## config.mk

```make
export PLATFORM = sky130hd
export DESIGN_NAME = odtc_ctrl_end_flat
export DESIGN_NICKNAME = d
export VERILOG_FILES = /design/src/odtc_pkg.sv /design/src/odtc_link_if.sv /design/src/odtc_hold_timer.sv /design/src/odtc_ctrl_end.sv /design/src/flat_wrapper.sv
export SDC_FILE = /design/constraint.sdc
export NUM_CORES = 1
export LEC_CHECK = 0
export BUFFER_PORTS_ARGS = -buffer_cell sky130_fd_sc_hd__clkbuf_2
export CORE_MARGIN = 5
export CORE_UTILIZATION = 55
export DETAILED_ROUTE_END_ITERATION = 10
export GPL_TIMING_DRIVEN = 0
export PLACE_DENSITY = 0.81
export REMOVE_ABC_BUFFERS = 1
export SLEW_MARGIN = 20
export SYNTH_ARGS = -nofsm -noshare
export SYNTH_HDL_FRONTEND = slang
export SYNTH_SLANG_ARGS = --single-unit
```

## constraint.sdc

```tcl
create_clock -name clk_sys -period 3.1 [get_ports clk_sys]
set_clock_uncertainty 0.2 [all_clocks]
set_input_delay 0.31 -clock clk_sys [delete_from_list [all_inputs] [get_ports clk_sys]]
set_output_delay 0.31 -clock clk_sys [all_outputs]
set_load 0.02 [all_outputs]
```

## src/odtc_pkg.sv

```systemverilog
// odtc_pkg: constants, command codes and latency helpers shared by both
// termination link ends. assumes one 20 MHz clock drives both ends.
package odtc_pkg;

  // clock and asynchronous termination delays, in picoseconds
  localparam int CLK_PS       = 50000;
  localparam int ASYNC_MIN_PS = 2000;
  localparam int ASYNC_MAX_PS = 8500;
  // least time rounds up, longest rounds down, never under one cycle
  localparam int ASYNC_MIN_CYC_RAW = (ASYNC_MIN_PS + CLK_PS - 1) / CLK_PS;
  localparam int ASYNC_MAX_CYC_RAW = ASYNC_MAX_PS / CLK_PS;
  localparam int ASYNC_MIN_CYC = (ASYNC_MIN_CYC_RAW < 1) ? 1 : ASYNC_MIN_CYC_RAW;
  localparam int ASYNC_MAX_CYC = (ASYNC_MAX_CYC_RAW < 1) ? 1 : ASYNC_MAX_CYC_RAW;

  // hold intervals and burst shapes, in clocks
  localparam logic [7:0] SHORT_HOLD   = 8'h04;
  localparam logic [7:0] LONG_HOLD    = 8'h06;
  localparam logic [4:0] SYNC_LAT_OFS = 5'h02;
  localparam logic [7:0] BL8_CLK      = 8'h04;
  localparam logic [7:0] BC4_CLK      = 8'h02;
  localparam logic [7:0] POSTAMBLE    = 8'h01;

  // register byte offsets on the software bus
  localparam logic [3:0] REG_CTRL   = 4'h0;
  localparam logic [3:0] REG_LAT    = 4'h4;
  localparam logic [3:0] REG_CMD    = 4'h8;
  localparam logic [3:0] REG_STATUS = 4'hc;

  // control register fields
  localparam int CTRL_ODT     = 0;
  localparam int CTRL_CKE     = 1;
  localparam int CTRL_DLL_SEL = 2;
  localparam int CTRL_NOM_EN  = 3;
  localparam int CTRL_WR_EN   = 4;
  localparam int CTRL_DLL_RST = 5;
  // latency register fields, four bits each
  localparam int LAT_CWL = 0;
  localparam int LAT_AL  = 4;
  localparam int LAT_CL  = 8;
  // command register fields
  localparam int CMD_CODE = 0;
  localparam int CMD_CHOP = 2;

  localparam logic [31:0] CTRL_RESET = 32'h0000_0002;
  localparam logic [3:0]  CWL_RESET  = 4'h5;
  localparam logic [3:0]  AL_RESET   = 4'h0;
  localparam logic [3:0]  CL_RESET   = 4'h6;

  typedef enum logic [1:0] {ODTC_NOP, ODTC_WRITE, ODTC_READ, ODTC_REFRESH} odtc_cmd_t;

  // write latency is cas write latency plus additive latency
  function automatic logic [4:0] odtc_write_latency(input logic [3:0] cas_write_latency,
                                                    input logic [3:0] al);
    odtc_write_latency = 5'(cas_write_latency) + 5'(al);
  endfunction : odtc_write_latency

  // synchronous on and off latency, identical for both edges
  function automatic logic [4:0] odtc_sync_latency(input logic [3:0] cas_write_latency,
                                                   input logic [3:0] al);
    odtc_sync_latency = odtc_write_latency(cas_write_latency, al) - SYNC_LAT_OFS;
  endfunction : odtc_sync_latency

endpackage : odtc_pkg

```

## src/odtc_link_if.sv

```systemverilog
// odtc_link_if: the pins between controller and memory device.
// assumes both ends sample on the same clk_sys edge.
`timescale 1ns/1ps
`default_nettype none
interface odtc_link_if;
  import odtc_pkg::*;
  logic       odt;
  logic       cke;
  odtc_cmd_t  cmd;
  logic       chop;
  logic [3:0] cas_write_latency;
  logic [3:0] al;
  logic       dll_pd_sel;
  logic       nom_en;
  logic       wr_en;
  logic       dll_reset;

  modport ctrl (output odt, cke, cmd, chop, cas_write_latency, al, dll_pd_sel, nom_en, wr_en, dll_reset);
  modport dram (input  odt, cke, cmd, chop, cas_write_latency, al, dll_pd_sel, nom_en, wr_en, dll_reset);
endinterface : odtc_link_if
`default_nettype wire

```

## src/odtc_hold_timer.sv

```systemverilog
// odtc_hold_timer: loadable down-counter that reports when it has run out.
// assumes load values are already in clocks.
`timescale 1ns/1ps
`default_nettype none
module odtc_hold_timer (
  input  wire logic       clk_sys,
  input  wire logic       sys_rst,
  input  wire logic       load,
  input  wire logic [7:0] load_val,
  output logic            idle
);
  import odtc_pkg::*;

  logic [7:0] count;
  logic [7:0] next_count;

  always_comb begin
    next_count = count;
    if (load) begin
      next_count = load_val;
    end else if (count != 8'h00) begin
      next_count = count - 8'h01;
    end
  end

  always_ff @(posedge clk_sys or posedge sys_rst) begin
    if (sys_rst) begin
      count <= 8'h00;
    end else begin
      count <= next_count;
    end
  end

  assign idle = (count == 8'h00);
endmodule : odtc_hold_timer
`default_nettype wire

```

## src/odtc_ctrl_end.sv

```systemverilog
// odtc_ctrl_end: controller end that drives odt, cke and commands to the
// memory device, ordered by software over avalon-mm with waitrequest.
// assumes the device registers the link pins on the next clk_sys edge.
// Summary of operation
// odt stays high short hold after assertion
// write with odt high extends hold
// holds run from registration until odt low
// odt drops only after both holds end
// termination off before read preamble
// no re-enable before read postamble ends
// dll-off power-down selects asynchronous odt
// odt asynchronous while dll resynchronizes
// asynchronous path ignores additive latency
// async turn-on between 2 and 8.5 ns
// async turn-off between 2 and 8.5 ns
// entry transition only with dll off select
// entry transition ends at cke registered low
// running refresh extends entry transition
// turn-on bounded by async and sync delays
// turn-off bounded by async and sync delays
// sync latencies follow write latency
// sync change at write latency minus two
// hold lengths are four and six clocks
// one down-counter per pending hold
`timescale 1ns/1ps
`default_nettype none
module odtc_ctrl_end (
  input  wire logic        clk_sys,
  input  wire logic        sys_rst,
  input  wire logic [3:0]  avs_address,
  input  wire logic        avs_read,
  input  wire logic        avs_write,
  input  wire logic [31:0] avs_writedata,
  output logic [31:0]      avs_readdata,
  output logic             avs_waitrequest,
  odtc_link_if.ctrl        link
);
  import odtc_pkg::*;

  logic            odt_req,    next_odt_req;
  logic            cke,        next_cke;
  logic            dll_sel,    next_dll_sel;
  logic            nom_en,     next_nom_en;
  logic            wr_en,      next_wr_en;
  logic            dll_rst,    next_dll_rst;
  logic [3:0]      cas_write_latency,        next_cwl;
  logic [3:0]      al,         next_al;
  logic [3:0]      cl,         next_cl;
  logic            pend,       next_pend;
  odtc_cmd_t       pend_cmd,   next_pend_cmd;
  logic            pend_chop,  next_pend_chop;
  logic            odt,        next_odt;
  odtc_cmd_t       cmd_out,    next_cmd_out;
  logic            chop_out,   next_chop_out;
  logic            rd_ack,     next_rd_ack;
  logic [31:0]     rdata,      next_rdata;

  logic            short_idle;
  logic            write_idle;
  logic            rdblk_idle;
  logic            offw_idle;
  logic            short_load;
  logic            write_load;
  logic            rdblk_load;
  logic            offw_load;
  logic [7:0]      write_val;
  logic [7:0]      rdblk_val;
  logic [7:0]      offw_val;
  logic            term_used;
  logic            read_wait;
  logic            hold_ok;
  logic            want_odt;
  logic            issue;
  logic            cmd_wr;
  logic            ctrl_wr;
  logic            lat_wr;
  logic [31:0]     status;

  // one counter per pending hold; odt may fall only when the short and write counters are idle
  odtc_hold_timer u_short (
    .clk_sys  (clk_sys),
    .sys_rst  (sys_rst),
    .load     (short_load),
    .load_val (SHORT_HOLD - 8'h01),
    .idle     (short_idle)
  );
  odtc_hold_timer u_write (
    .clk_sys  (clk_sys),
    .sys_rst  (sys_rst),
    .load     (write_load),
    .load_val (write_val),
    .idle     (write_idle)
  );
  odtc_hold_timer u_rdblk (
    .clk_sys  (clk_sys),
    .sys_rst  (sys_rst),
    .load     (rdblk_load),
    .load_val (rdblk_val),
    .idle     (rdblk_idle)
  );
  odtc_hold_timer u_offw (
    .clk_sys  (clk_sys),
    .sys_rst  (sys_rst),
    .load     (offw_load),
    .load_val (offw_val),
    .idle     (offw_idle)
  );

  assign cmd_wr  = avs_write && (avs_address == REG_CMD);
  assign ctrl_wr = avs_write && (avs_address == REG_CTRL);
  assign lat_wr  = avs_write && (avs_address == REG_LAT);
  // reads take one wait cycle for registered data; a command waits for
  // the previous one to leave, which is how software is throttled
  assign avs_waitrequest = (avs_read && !rd_ack) || (cmd_wr && pend);

  always_comb begin
    term_used = nom_en || wr_en;
    read_wait = pend && (pend_cmd == ODTC_READ) && term_used;
    hold_ok   = short_idle && write_idle;
    // a new assertion waits until the last read's postamble is over
    want_odt  = odt_req && rdblk_idle;
    next_odt  = odt;
    if (!odt && want_odt && !read_wait) begin
      next_odt = 1'b1;
    end else if (odt && (!want_odt || read_wait) && hold_ok) begin
      next_odt = 1'b0;
    end
    // a read goes out only once termination has had time to switch off
    issue = pend && ((pend_cmd != ODTC_READ) || !term_used
                     || (!odt && offw_idle));
    short_load = !odt && next_odt;
    write_load = issue && (pend_cmd == ODTC_WRITE) && next_odt;
    write_val  = (pend_chop ? SHORT_HOLD : LONG_HOLD) - 8'h01;
    offw_load  = odt && !next_odt;
    // off latency plus one clock covers the half-cycle skew margin
    offw_val   = 8'(odtc_sync_latency(cas_write_latency, al)) + 8'h01;
    rdblk_load = issue && (pend_cmd == ODTC_READ);
    rdblk_val  = 8'(al) + 8'(cl) + (pend_chop ? BC4_CLK : BL8_CLK)
                 + POSTAMBLE;

    next_cmd_out  = issue ? pend_cmd : ODTC_NOP;
    next_chop_out = issue ? pend_chop : 1'b0;
    next_pend      = pend && !issue;
    next_pend_cmd  = pend_cmd;
    next_pend_chop = pend_chop;
    if (cmd_wr && !pend) begin
      next_pend      = (avs_writedata[CMD_CODE +: 2] != 2'(ODTC_NOP));
      next_pend_cmd  = odtc_cmd_t'(avs_writedata[CMD_CODE +: 2]);
      next_pend_chop = avs_writedata[CMD_CHOP];
    end

    next_odt_req = odt_req;
    next_cke     = cke;
    next_dll_sel = dll_sel;
    next_nom_en  = nom_en;
    next_wr_en   = wr_en;
    next_dll_rst = 1'b0;
    if (ctrl_wr) begin
      next_odt_req = avs_writedata[CTRL_ODT];
      next_cke     = avs_writedata[CTRL_CKE];
      next_dll_sel = avs_writedata[CTRL_DLL_SEL];
      next_nom_en  = avs_writedata[CTRL_NOM_EN];
      next_wr_en   = avs_writedata[CTRL_WR_EN];
      next_dll_rst = avs_writedata[CTRL_DLL_RST];
    end
    next_cwl = cas_write_latency;
    next_al  = al;
    next_cl  = cl;
    if (lat_wr) begin
      next_cwl = avs_writedata[LAT_CWL +: 4];
      next_al  = avs_writedata[LAT_AL +: 4];
      next_cl  = avs_writedata[LAT_CL +: 4];
    end

    status = 32'h0000_0000;
    status[0] = odt;
    status[1] = cke;
    status[2] = !hold_ok;
    status[3] = !rdblk_idle;
    status[4] = pend;
    status[5] = !offw_idle;
    next_rd_ack = avs_read && !rd_ack;
    next_rdata  = rdata;
    if (avs_read && !rd_ack) begin
      case (avs_address)
        REG_CTRL: begin
          next_rdata = {26'h000_0000, 1'b0, wr_en, nom_en, dll_sel, cke, odt_req};
        end
        REG_LAT: begin
          next_rdata = {20'h0_0000, cl, al, cas_write_latency};
        end
        REG_STATUS: begin
          next_rdata = status;
        end
        default: begin
          next_rdata = 32'h0000_0000;
        end
      endcase
    end
  end

  always_ff @(posedge clk_sys or posedge sys_rst) begin
    if (sys_rst) begin
      odt_req   <= CTRL_RESET[CTRL_ODT];
      cke       <= CTRL_RESET[CTRL_CKE];
      dll_sel   <= CTRL_RESET[CTRL_DLL_SEL];
      nom_en    <= CTRL_RESET[CTRL_NOM_EN];
      wr_en     <= CTRL_RESET[CTRL_WR_EN];
      dll_rst   <= 1'b0;
      cas_write_latency       <= CWL_RESET;
      al        <= AL_RESET;
      cl        <= CL_RESET;
      pend      <= 1'b0;
      pend_cmd  <= ODTC_NOP;
      pend_chop <= 1'b0;
      odt       <= 1'b0;
      cmd_out   <= ODTC_NOP;
      chop_out  <= 1'b0;
      rd_ack    <= 1'b0;
      rdata     <= 32'h0000_0000;
    end else begin
      odt_req   <= next_odt_req;
      cke       <= next_cke;
      dll_sel   <= next_dll_sel;
      nom_en    <= next_nom_en;
      wr_en     <= next_wr_en;
      dll_rst   <= next_dll_rst;
      cas_write_latency       <= next_cwl;
      al        <= next_al;
      cl        <= next_cl;
      pend      <= next_pend;
      pend_cmd  <= next_pend_cmd;
      pend_chop <= next_pend_chop;
      odt       <= next_odt;
      cmd_out   <= next_cmd_out;
      chop_out  <= next_chop_out;
      rd_ack    <= next_rd_ack;
      rdata     <= next_rdata;
    end
  end

  assign avs_readdata    = rdata;
  assign link.odt        = odt;
  assign link.cke        = cke;
  assign link.cmd        = cmd_out;
  assign link.chop       = chop_out;
  assign link.cas_write_latency        = cas_write_latency;
  assign link.al         = al;
  assign link.dll_pd_sel = dll_sel;
  assign link.nom_en     = nom_en;
  assign link.wr_en      = wr_en;
  assign link.dll_reset  = dll_rst;
endmodule : odtc_ctrl_end
`default_nettype wire

```

## src/flat_wrapper.sv

```systemverilog
// flat-port wrapper written by rule: the top's interface ports become plain ports
module odtc_ctrl_end_flat import odtc_pkg::*;
  (clk_sys, sys_rst, avs_address, avs_read, avs_write, avs_writedata, avs_readdata, avs_waitrequest, link_odt, link_cke, link_cmd, link_chop, link_cas_write_latency, link_al, link_dll_pd_sel, link_nom_en, link_wr_en, link_dll_reset);
  odtc_link_if link_i ();
  input  wire logic clk_sys;
  input  wire logic sys_rst;
  input  wire logic [3:0] avs_address;
  input  wire logic avs_read;
  input  wire logic avs_write;
  input  wire logic [31:0] avs_writedata;
  output logic [31:0] avs_readdata;
  output logic avs_waitrequest;
  output wire logic [$bits(link_i.odt)-1:0] link_odt;
  output wire logic [$bits(link_i.cke)-1:0] link_cke;
  output wire logic [$bits(link_i.cmd)-1:0] link_cmd;
  output wire logic [$bits(link_i.chop)-1:0] link_chop;
  output wire logic [$bits(link_i.cas_write_latency)-1:0] link_cas_write_latency;
  output wire logic [$bits(link_i.al)-1:0] link_al;
  output wire logic [$bits(link_i.dll_pd_sel)-1:0] link_dll_pd_sel;
  output wire logic [$bits(link_i.nom_en)-1:0] link_nom_en;
  output wire logic [$bits(link_i.wr_en)-1:0] link_wr_en;
  output wire logic [$bits(link_i.dll_reset)-1:0] link_dll_reset;
  assign link_odt = link_i.odt;
  assign link_cke = link_i.cke;
  assign link_cmd = link_i.cmd;
  assign link_chop = link_i.chop;
  assign link_cas_write_latency = link_i.cas_write_latency;
  assign link_al = link_i.al;
  assign link_dll_pd_sel = link_i.dll_pd_sel;
  assign link_nom_en = link_i.nom_en;
  assign link_wr_en = link_i.wr_en;
  assign link_dll_reset = link_i.dll_reset;
  odtc_ctrl_end u_core (.clk_sys(clk_sys), .sys_rst(sys_rst), .avs_address(avs_address), .avs_read(avs_read), .avs_write(avs_write), .avs_writedata(avs_writedata), .avs_readdata(avs_readdata), .avs_waitrequest(avs_waitrequest), .link(link_i));
endmodule
```

==> results.cfg, run 1 <==
[grt]
grtUsageMet1_pct = 26.3
met2_usage_pct = 32.8
grt_pass1_vias = 3171
grt.total_usage_pct = 20.4
grt_max_degree = 58
grt_first_pass_wirelength_um = 14600
grt.busiest_layer = met2
antenna_found_initial = 0
overflow = 0
gr-usage-met3_pct = 4.53

[final_layout]
fin_nets = 526
drive_above_1_share_pct = 23.6
final_common_cell = dfrtp_1
layout_common_cells = dfrtp_1, clkbuf_2, inv_1, nor2_1, nand2_1
final_cell_area_um2 = 4690
antenna_cells = 0
syn2layout_area_growth_pct = 14.6
layoutNonFillerInstCount = 565

[clock_network]
clock-sinks = 71
clockRootBuffer = clkbuf_8
clock_latency_ns = 0.35
clockBufferDepth = 2
cts_htree_levels = 3
cts_resized = 0
clk_pin_slew_worst_paths_ns = 0.08
cts_made_buffers = 9
cts_tree = yes

[power]
power_leakage_nw = 2.32
power_frac_comb_pct = 41.4
p_total_mw = 3.94
swShare_pct = 39.4
power_density_nw_per_um2 = 841
ir_worst_vdd_uv = 431
power_frac_seq_pct = 39.6
switchingPower_mw = 1.55
p_int_mw = 2.39
p_clk_share_pct = 18.9

[setup_path]
critPathKind = flop to flop
crit_family = adder cells
worstReg2RegEnd = u_core.u_rdblk.count[4]$_DFFE_PP0P_
cp.required_ns = 3.12
reg2reg_from = u_core.link.al[0]$_DFFE_PP0P_
slowest_stage = fa_1
max_stage_delay_ns = 0.54
reg2reg_depth = 9
setup.worst_path.start_class = flop
path_buf_inv = 1
cp.arrival_ns = 2.82
rrSetupSlack_ns = 0.31
path_cells = ha_1 > fa_1 > inv_1 > fa_1 > nor2b_1 > o21ai_0 > mux2i_1 > xor2_1 > mux2i_1
end_kind = flop
cp_max_fo = 5

[timing]
finalCriticalPeriod_ns = 2.79
hold_violations = 0
rsz0062_at_grt = no
worst_slew_pin_slew_ns = 0.870
setup_slack_ns = 0.305
finalMaxSlewViolations = 0
slew_headroom_pct = 41.6
setup_viol = 0
max_freq_mhz = 358
period_share_pct = 90.2

[hold_path]
holdPathStages = 2
min_to = u_core.link.al[0]$_DFFE_PP0P_
hold_path.class = input pin to flop
holdCritStartpoint = avs_writedata[4]

[logic_synthesis]
syn_area_um2 = 4090
ys_seq_elements = 71
synthArstFlopShare_pct = 100
synth_simple_gate_area_share_pct = 15.8
syn_inst = 396
synth_top_family_by_area = simple AND/OR/NAND/NOR gates
postSynthAreaPerCell_um2 = 10.3
synth_enable_flop_cells = 0
synthFlopType = dfrtp_1
ys_warn_count = 0
synth_compound_area_share_pct = 9.76
ys_seq_area_share_pct = 43.6
synth_cell_type_count = 53
synthAdderAreaFrac_pct = 8.20
synthXorXnorAreaFrac_pct = 6.00
muxShareOfSynthArea_pct = 9.33

[routing]
vias = 3014
drc = 0
vias_per_cell = 5.33
drtIter0Drc = 150
postRouteAntennaNets = 0
drtPass1Iterations = 5
wl_per_cell_um = 15.1
wirelength_um = 8510

[floorplanning]
start_util_pct = 56.4
die_y_um = 96.2
row_count = 31
core_area_um2 = 7250
die-area_um2 = 9260
ios = 90
die_w_um = 96.2

[placed_design]
portBuffers = 49
dp.cells = 537
gp_congestion = 0.879
place_area_um2 = 4380
dpl_worst_slack_ns = 0.174
hpwl_um = 6320

[job]
drv_cap = 0

[outcome]
status = completed
-- synth_stat cells, types with 5 or more instances --
master     n  area share (%)
a21oi_1   16             2.0
a22o_1     9             1.9
and2_1     5            0.76
buf_4     20             3.7
clkbuf_1   5            0.46
dfrtp_1   66              40
dfstp_2    5             3.2
ha_1      22             6.7
inv_1     30             2.8
mux2_2    20             5.5
mux2i_1   13             3.2
nand2_1   25             2.3
nand2b_1   7             1.1
nand3_1    6            0.73
nor2_1    29             2.7
nor3_1    13             1.6
o21ai_0   17             2.1
xnor2_1   14             3.0
xor2_1    14             3.0
-- worst max-delay path by stage --
stage	start	to	slack [ns]	cells after the start
2_1_floorplan	u_core.link.al[0]$_DFFE_PP0P_	u_core.u_rdblk.count[4]$_DFFE_PP0P_	0.50	9
3_3_place_gp	sys_rst	u_core.u_offw.count[7]$_DFFE_PP0P_	-0.01	2
3_5_place_dp	u_core.u_rdblk.count[0]$_DFFE_PP0P_	u_core.u_offw.count[1]$_DFFE_PP0P_	0.17	6
4_1_cts	u_core.u_rdblk.count[0]$_DFFE_PP0P_	u_core.u_offw.count[1]$_DFFE_PP0P_	0.15	6
5_1_grt	u_core.link.al[0]$_DFFE_PP0P_	u_core.u_rdblk.count[4]$_DFFE_PP0P_	0.16	9
6_report	u_core.link.al[0]$_DFFE_PP0P_	u_core.u_rdblk.count[4]$_DFFE_PP0P_	0.31	9
-- power groups by stage --
stage / logic, mW / registers [mW] / clock network, mW
2_1_floorplan: 1.24 / 1.55 / 0
3_3_place_gp: 1.54 / 1.55 / 0
3_5_place_dp: 1.63 / 1.57 / 0
4_1_cts: 1.65 / 1.55 / 0.759
5_1_grt: 1.87 / 1.60 / 0.799
6_report: 1.63 / 1.56 / 0.746
-- final cells by class --
class / instances / area (um^2)
flip-flops and latches: 71 / 1780
multi-input cells: 287 / 2080
inverters: 30 / 115
clock inverters: 6 / 60.1
fillers: 597 / 2570
repair buffers: 62 / 385
well taps: 99 / 124
clock buffers: 10 / 138
-- through the flow --
stage | utilization (%) | hold WS, ns | setup TNS, ns
after floorplan | - | 0.227 | 0
after detailed placement | 60.3 | 0.0449 | 0
after CTS | 64.3 | 0.00496 | 0
after global routing | 64.6 | 0.0257 | 0
after global placement | 59.9 | 0.271 | -0.554
final | 64.6 | 0.0109 | 0
-- routing by layer --
layer | routed length (um) | share of wire (%)
met4 | 185 | 2.2
met2 | 4060 | 48
met5 | 0 | 0
met3 | 460 | 5.4
met1 | 3810 | 45
-- timing repair --
action                                  CTS  global route
setup buffers                             0             3
endpoints found under the setup margin    0             2
endpoints found under the hold margin    76             0
hold buffers                              9             0
-- sequential cells by signal (all words and copies together), names as in the netlist, 4 cells and up --
signal / flops
u_core.u_rdblk.count: 8
u_core.u_write.count: 8
u_core.avs_readdata: 12
u_core.u_short.count: 8
u_core.cl: 4
u_core.link.cas_write_latency: 4
u_core.link.al: 4
u_core.u_offw.count: 8
-- cells by family (layout without fill, tap and decap cells) --
kind of cell,Yosys count,after routing
fa+ha+maj,25,25
simple gates,116,116
flops,71,71
compound gates,63,63
mux,35,35
xor+xnor,28,28
buf+inv,57,108
other cells,1,20
No activity file was read; power rests on OpenSTA's default activity.
==> run 2: changes to the inputs <==
- BUFFER_PORTS_ARGS: -buffer_cell sky130_fd_sc_hd__clkbuf_2 -> -buffer_cell sky130_fd_sc_hd__buf_2
==> results.cfg, run 2 (synthesis results as in run 1) <==
[power]
power_frac_seq_pct = 39.7
power_frac_comb_pct = 41.6
power_density_nw_per_um2 = 840
switchingPower_mw = 1.55
power_leakage_nw = 2.34
ir_worst_vdd_uv = 419
p_int_mw = 2.39
p_clk_share_pct = 18.7
swShare_pct = 39.4

[timing]
hold_violations = 0
slew_headroom_pct = 47.3
max_freq_mhz = 360
setup_slack_ns = 0.324
period_share_pct = 89.6
setup_viol = 0
worst_slew_pin_slew_ns = 0.784
rsz0062_at_grt = no
finalCriticalPeriod_ns = 2.78
finalMaxSlewViolations = 0

[hold_path]
hold_path.class = input pin to flop
holdCritStartpoint = avs_writedata[3]

[setup_path]
reg2reg_from = u_core.link.al[0]$_DFFE_PP0P_
end_kind = flop
path_cells = ha_1 > fa_1 > inv_1 > fa_1 > nor2b_1 > o21ai_0 > mux2i_1 > xor2_1 > mux2i_1
crit_family = adder cells
slowest_stage = fa_1
cp.arrival_ns = 2.80
cp.required_ns = 3.13
setup.worst_path.start_class = flop
path_buf_inv = 1
cp_max_fo = 5
max_stage_delay_ns = 0.53
critPathKind = flop to flop
startpoint = u_core.link.al[0]$_DFFE_PP0P_

[placed_design]
dpl_worst_slack_ns = 0.227
hpwl_um = 6410
gp_congestion = 0.880
portBuffers = 49

[routing]
vias = 3012
drtIter0Drc = 133
vias_per_cell = 5.32
postRouteAntennaNets = 0
drc = 0
wl_per_cell_um = 15.2
wirelength_um = 8600
drtPass1Iterations = 4

[floorplanning]
ios = 90
row_count = 31
die_w_um = 96.2
core_area_um2 = 7250
die-area_um2 = 9260
die_y_um = 96.2
start_util_pct = 56.4

[clock_network]
cts_htree_levels = 3
clock-sinks = 71
cts_made_buffers = 9
clk_pin_slew_worst_paths_ns = 0.08
clockBufferDepth = 2
clock_latency_ns = 0.35
cts_resized = 0
cts_tree = yes
clockRootBuffer = clkbuf_8

[grt]
grt.total_usage_pct = 20.5
grt_pass1_vias = 3163
grt_max_degree = 58
grt_first_pass_wirelength_um = 14400
overflow = 0
antenna_found_initial = 1

[job]
drv_cap = 0

[final_layout]
largest_reg_flops = 12
final_common_cell = dfrtp_1
antenna_cells = 0
syn2layout_area_growth_pct = 14.7
drive_above_1_share_pct = 24.0
utilization_pct = 64.7
layout_common_cells = dfrtp_1, buf_2, inv_1, nor2_1, nand2_1
fin_nets = 527

[outcome]
status = completed
-- run 2: changes by cell type in the layout (fill, tap and decap cells not counted) --
| cell | change |
|---|---|
| buf_2 | +49 |
| clkbuf_2 | -49 |
| buf_4 | +2 |
| dlygate4sd3_1 | -1 |
-- run 2: per-stage QoR --
step | TNS (ns) | instances | area (um^2) | total power, mW | hold slack [ns]
global route | 0 | 566 | 4690 | 4.26 | 0.00218
finish | 0 | 566 | 4690 | 3.94 | 0.00938
detailed placement | 0 | 537 | 4380 | 3.20 | 0.0554
CTS | 0 | 561 | 4650 | 3.97 | 0.000547
global placement | -1.98 | 536 | 4350 | 3.09 | 0.266
floorplan | 0 | 388 | 3980 | 2.79 | 0.227
-- run 2: final timing paths --
kind	to	slack (ns)	cells after the start
max	u_core.u_rdblk.count[4]$_DFFE_PP0P_	0.32	9
min reg2reg	u_core.avs_readdata[5]$_DFFE_PP0P_	0.29	2
max in group asynchronous	u_core.link.cke$_DFFE_PP1P_	1.89	4
min in group asynchronous	u_core.u_rdblk.count[4]$_DFFE_PP0P_	0.23	3
min	u_core.link.cas_write_latency[3]$_DFFE_PP0P_	0.009	2
max reg2reg	u_core.u_rdblk.count[4]$_DFFE_PP0P_	0.32	9
-- run 2: timing repair --
item                       4_1_cts  5_1_grt
hold buffers                     8        0
hold endpoints to repair        54        0
buffers inserted                 0        5
setup endpoints to repair        0        1
-- run 2: layout make-up --
type                    count  area, um^2
fillers                   582        2560
multi-input cells         287        2080
flip-flops and latches     71        1780
repair buffers             63         390
clock buffers              10         138
well taps                  99         124
inverters                  30         115
clock inverters             6        60.1
-- run 2: layer usage --
metal / global-route usage [%] / part of all wire, % / wire length (um)
met5: 0 / 0.15 / 13
met4: 7.35 / 1.7 / 144
met3: 4.69 / 4.9 / 422
met2: 34.3 / 49 / 4180
met1: 25.7 / 45 / 3840
-- run 2: power by group through the flow --
stage	clock, mW	combinational [mW]	sequential, mW
after floorplan	0	1.24	1.55
after global placement	0	1.54	1.55
after detailed placement	0	1.63	1.57
after CTS	0.757	1.65	1.56
after global routing	0.801	1.85	1.61
final	0.738	1.64	1.56
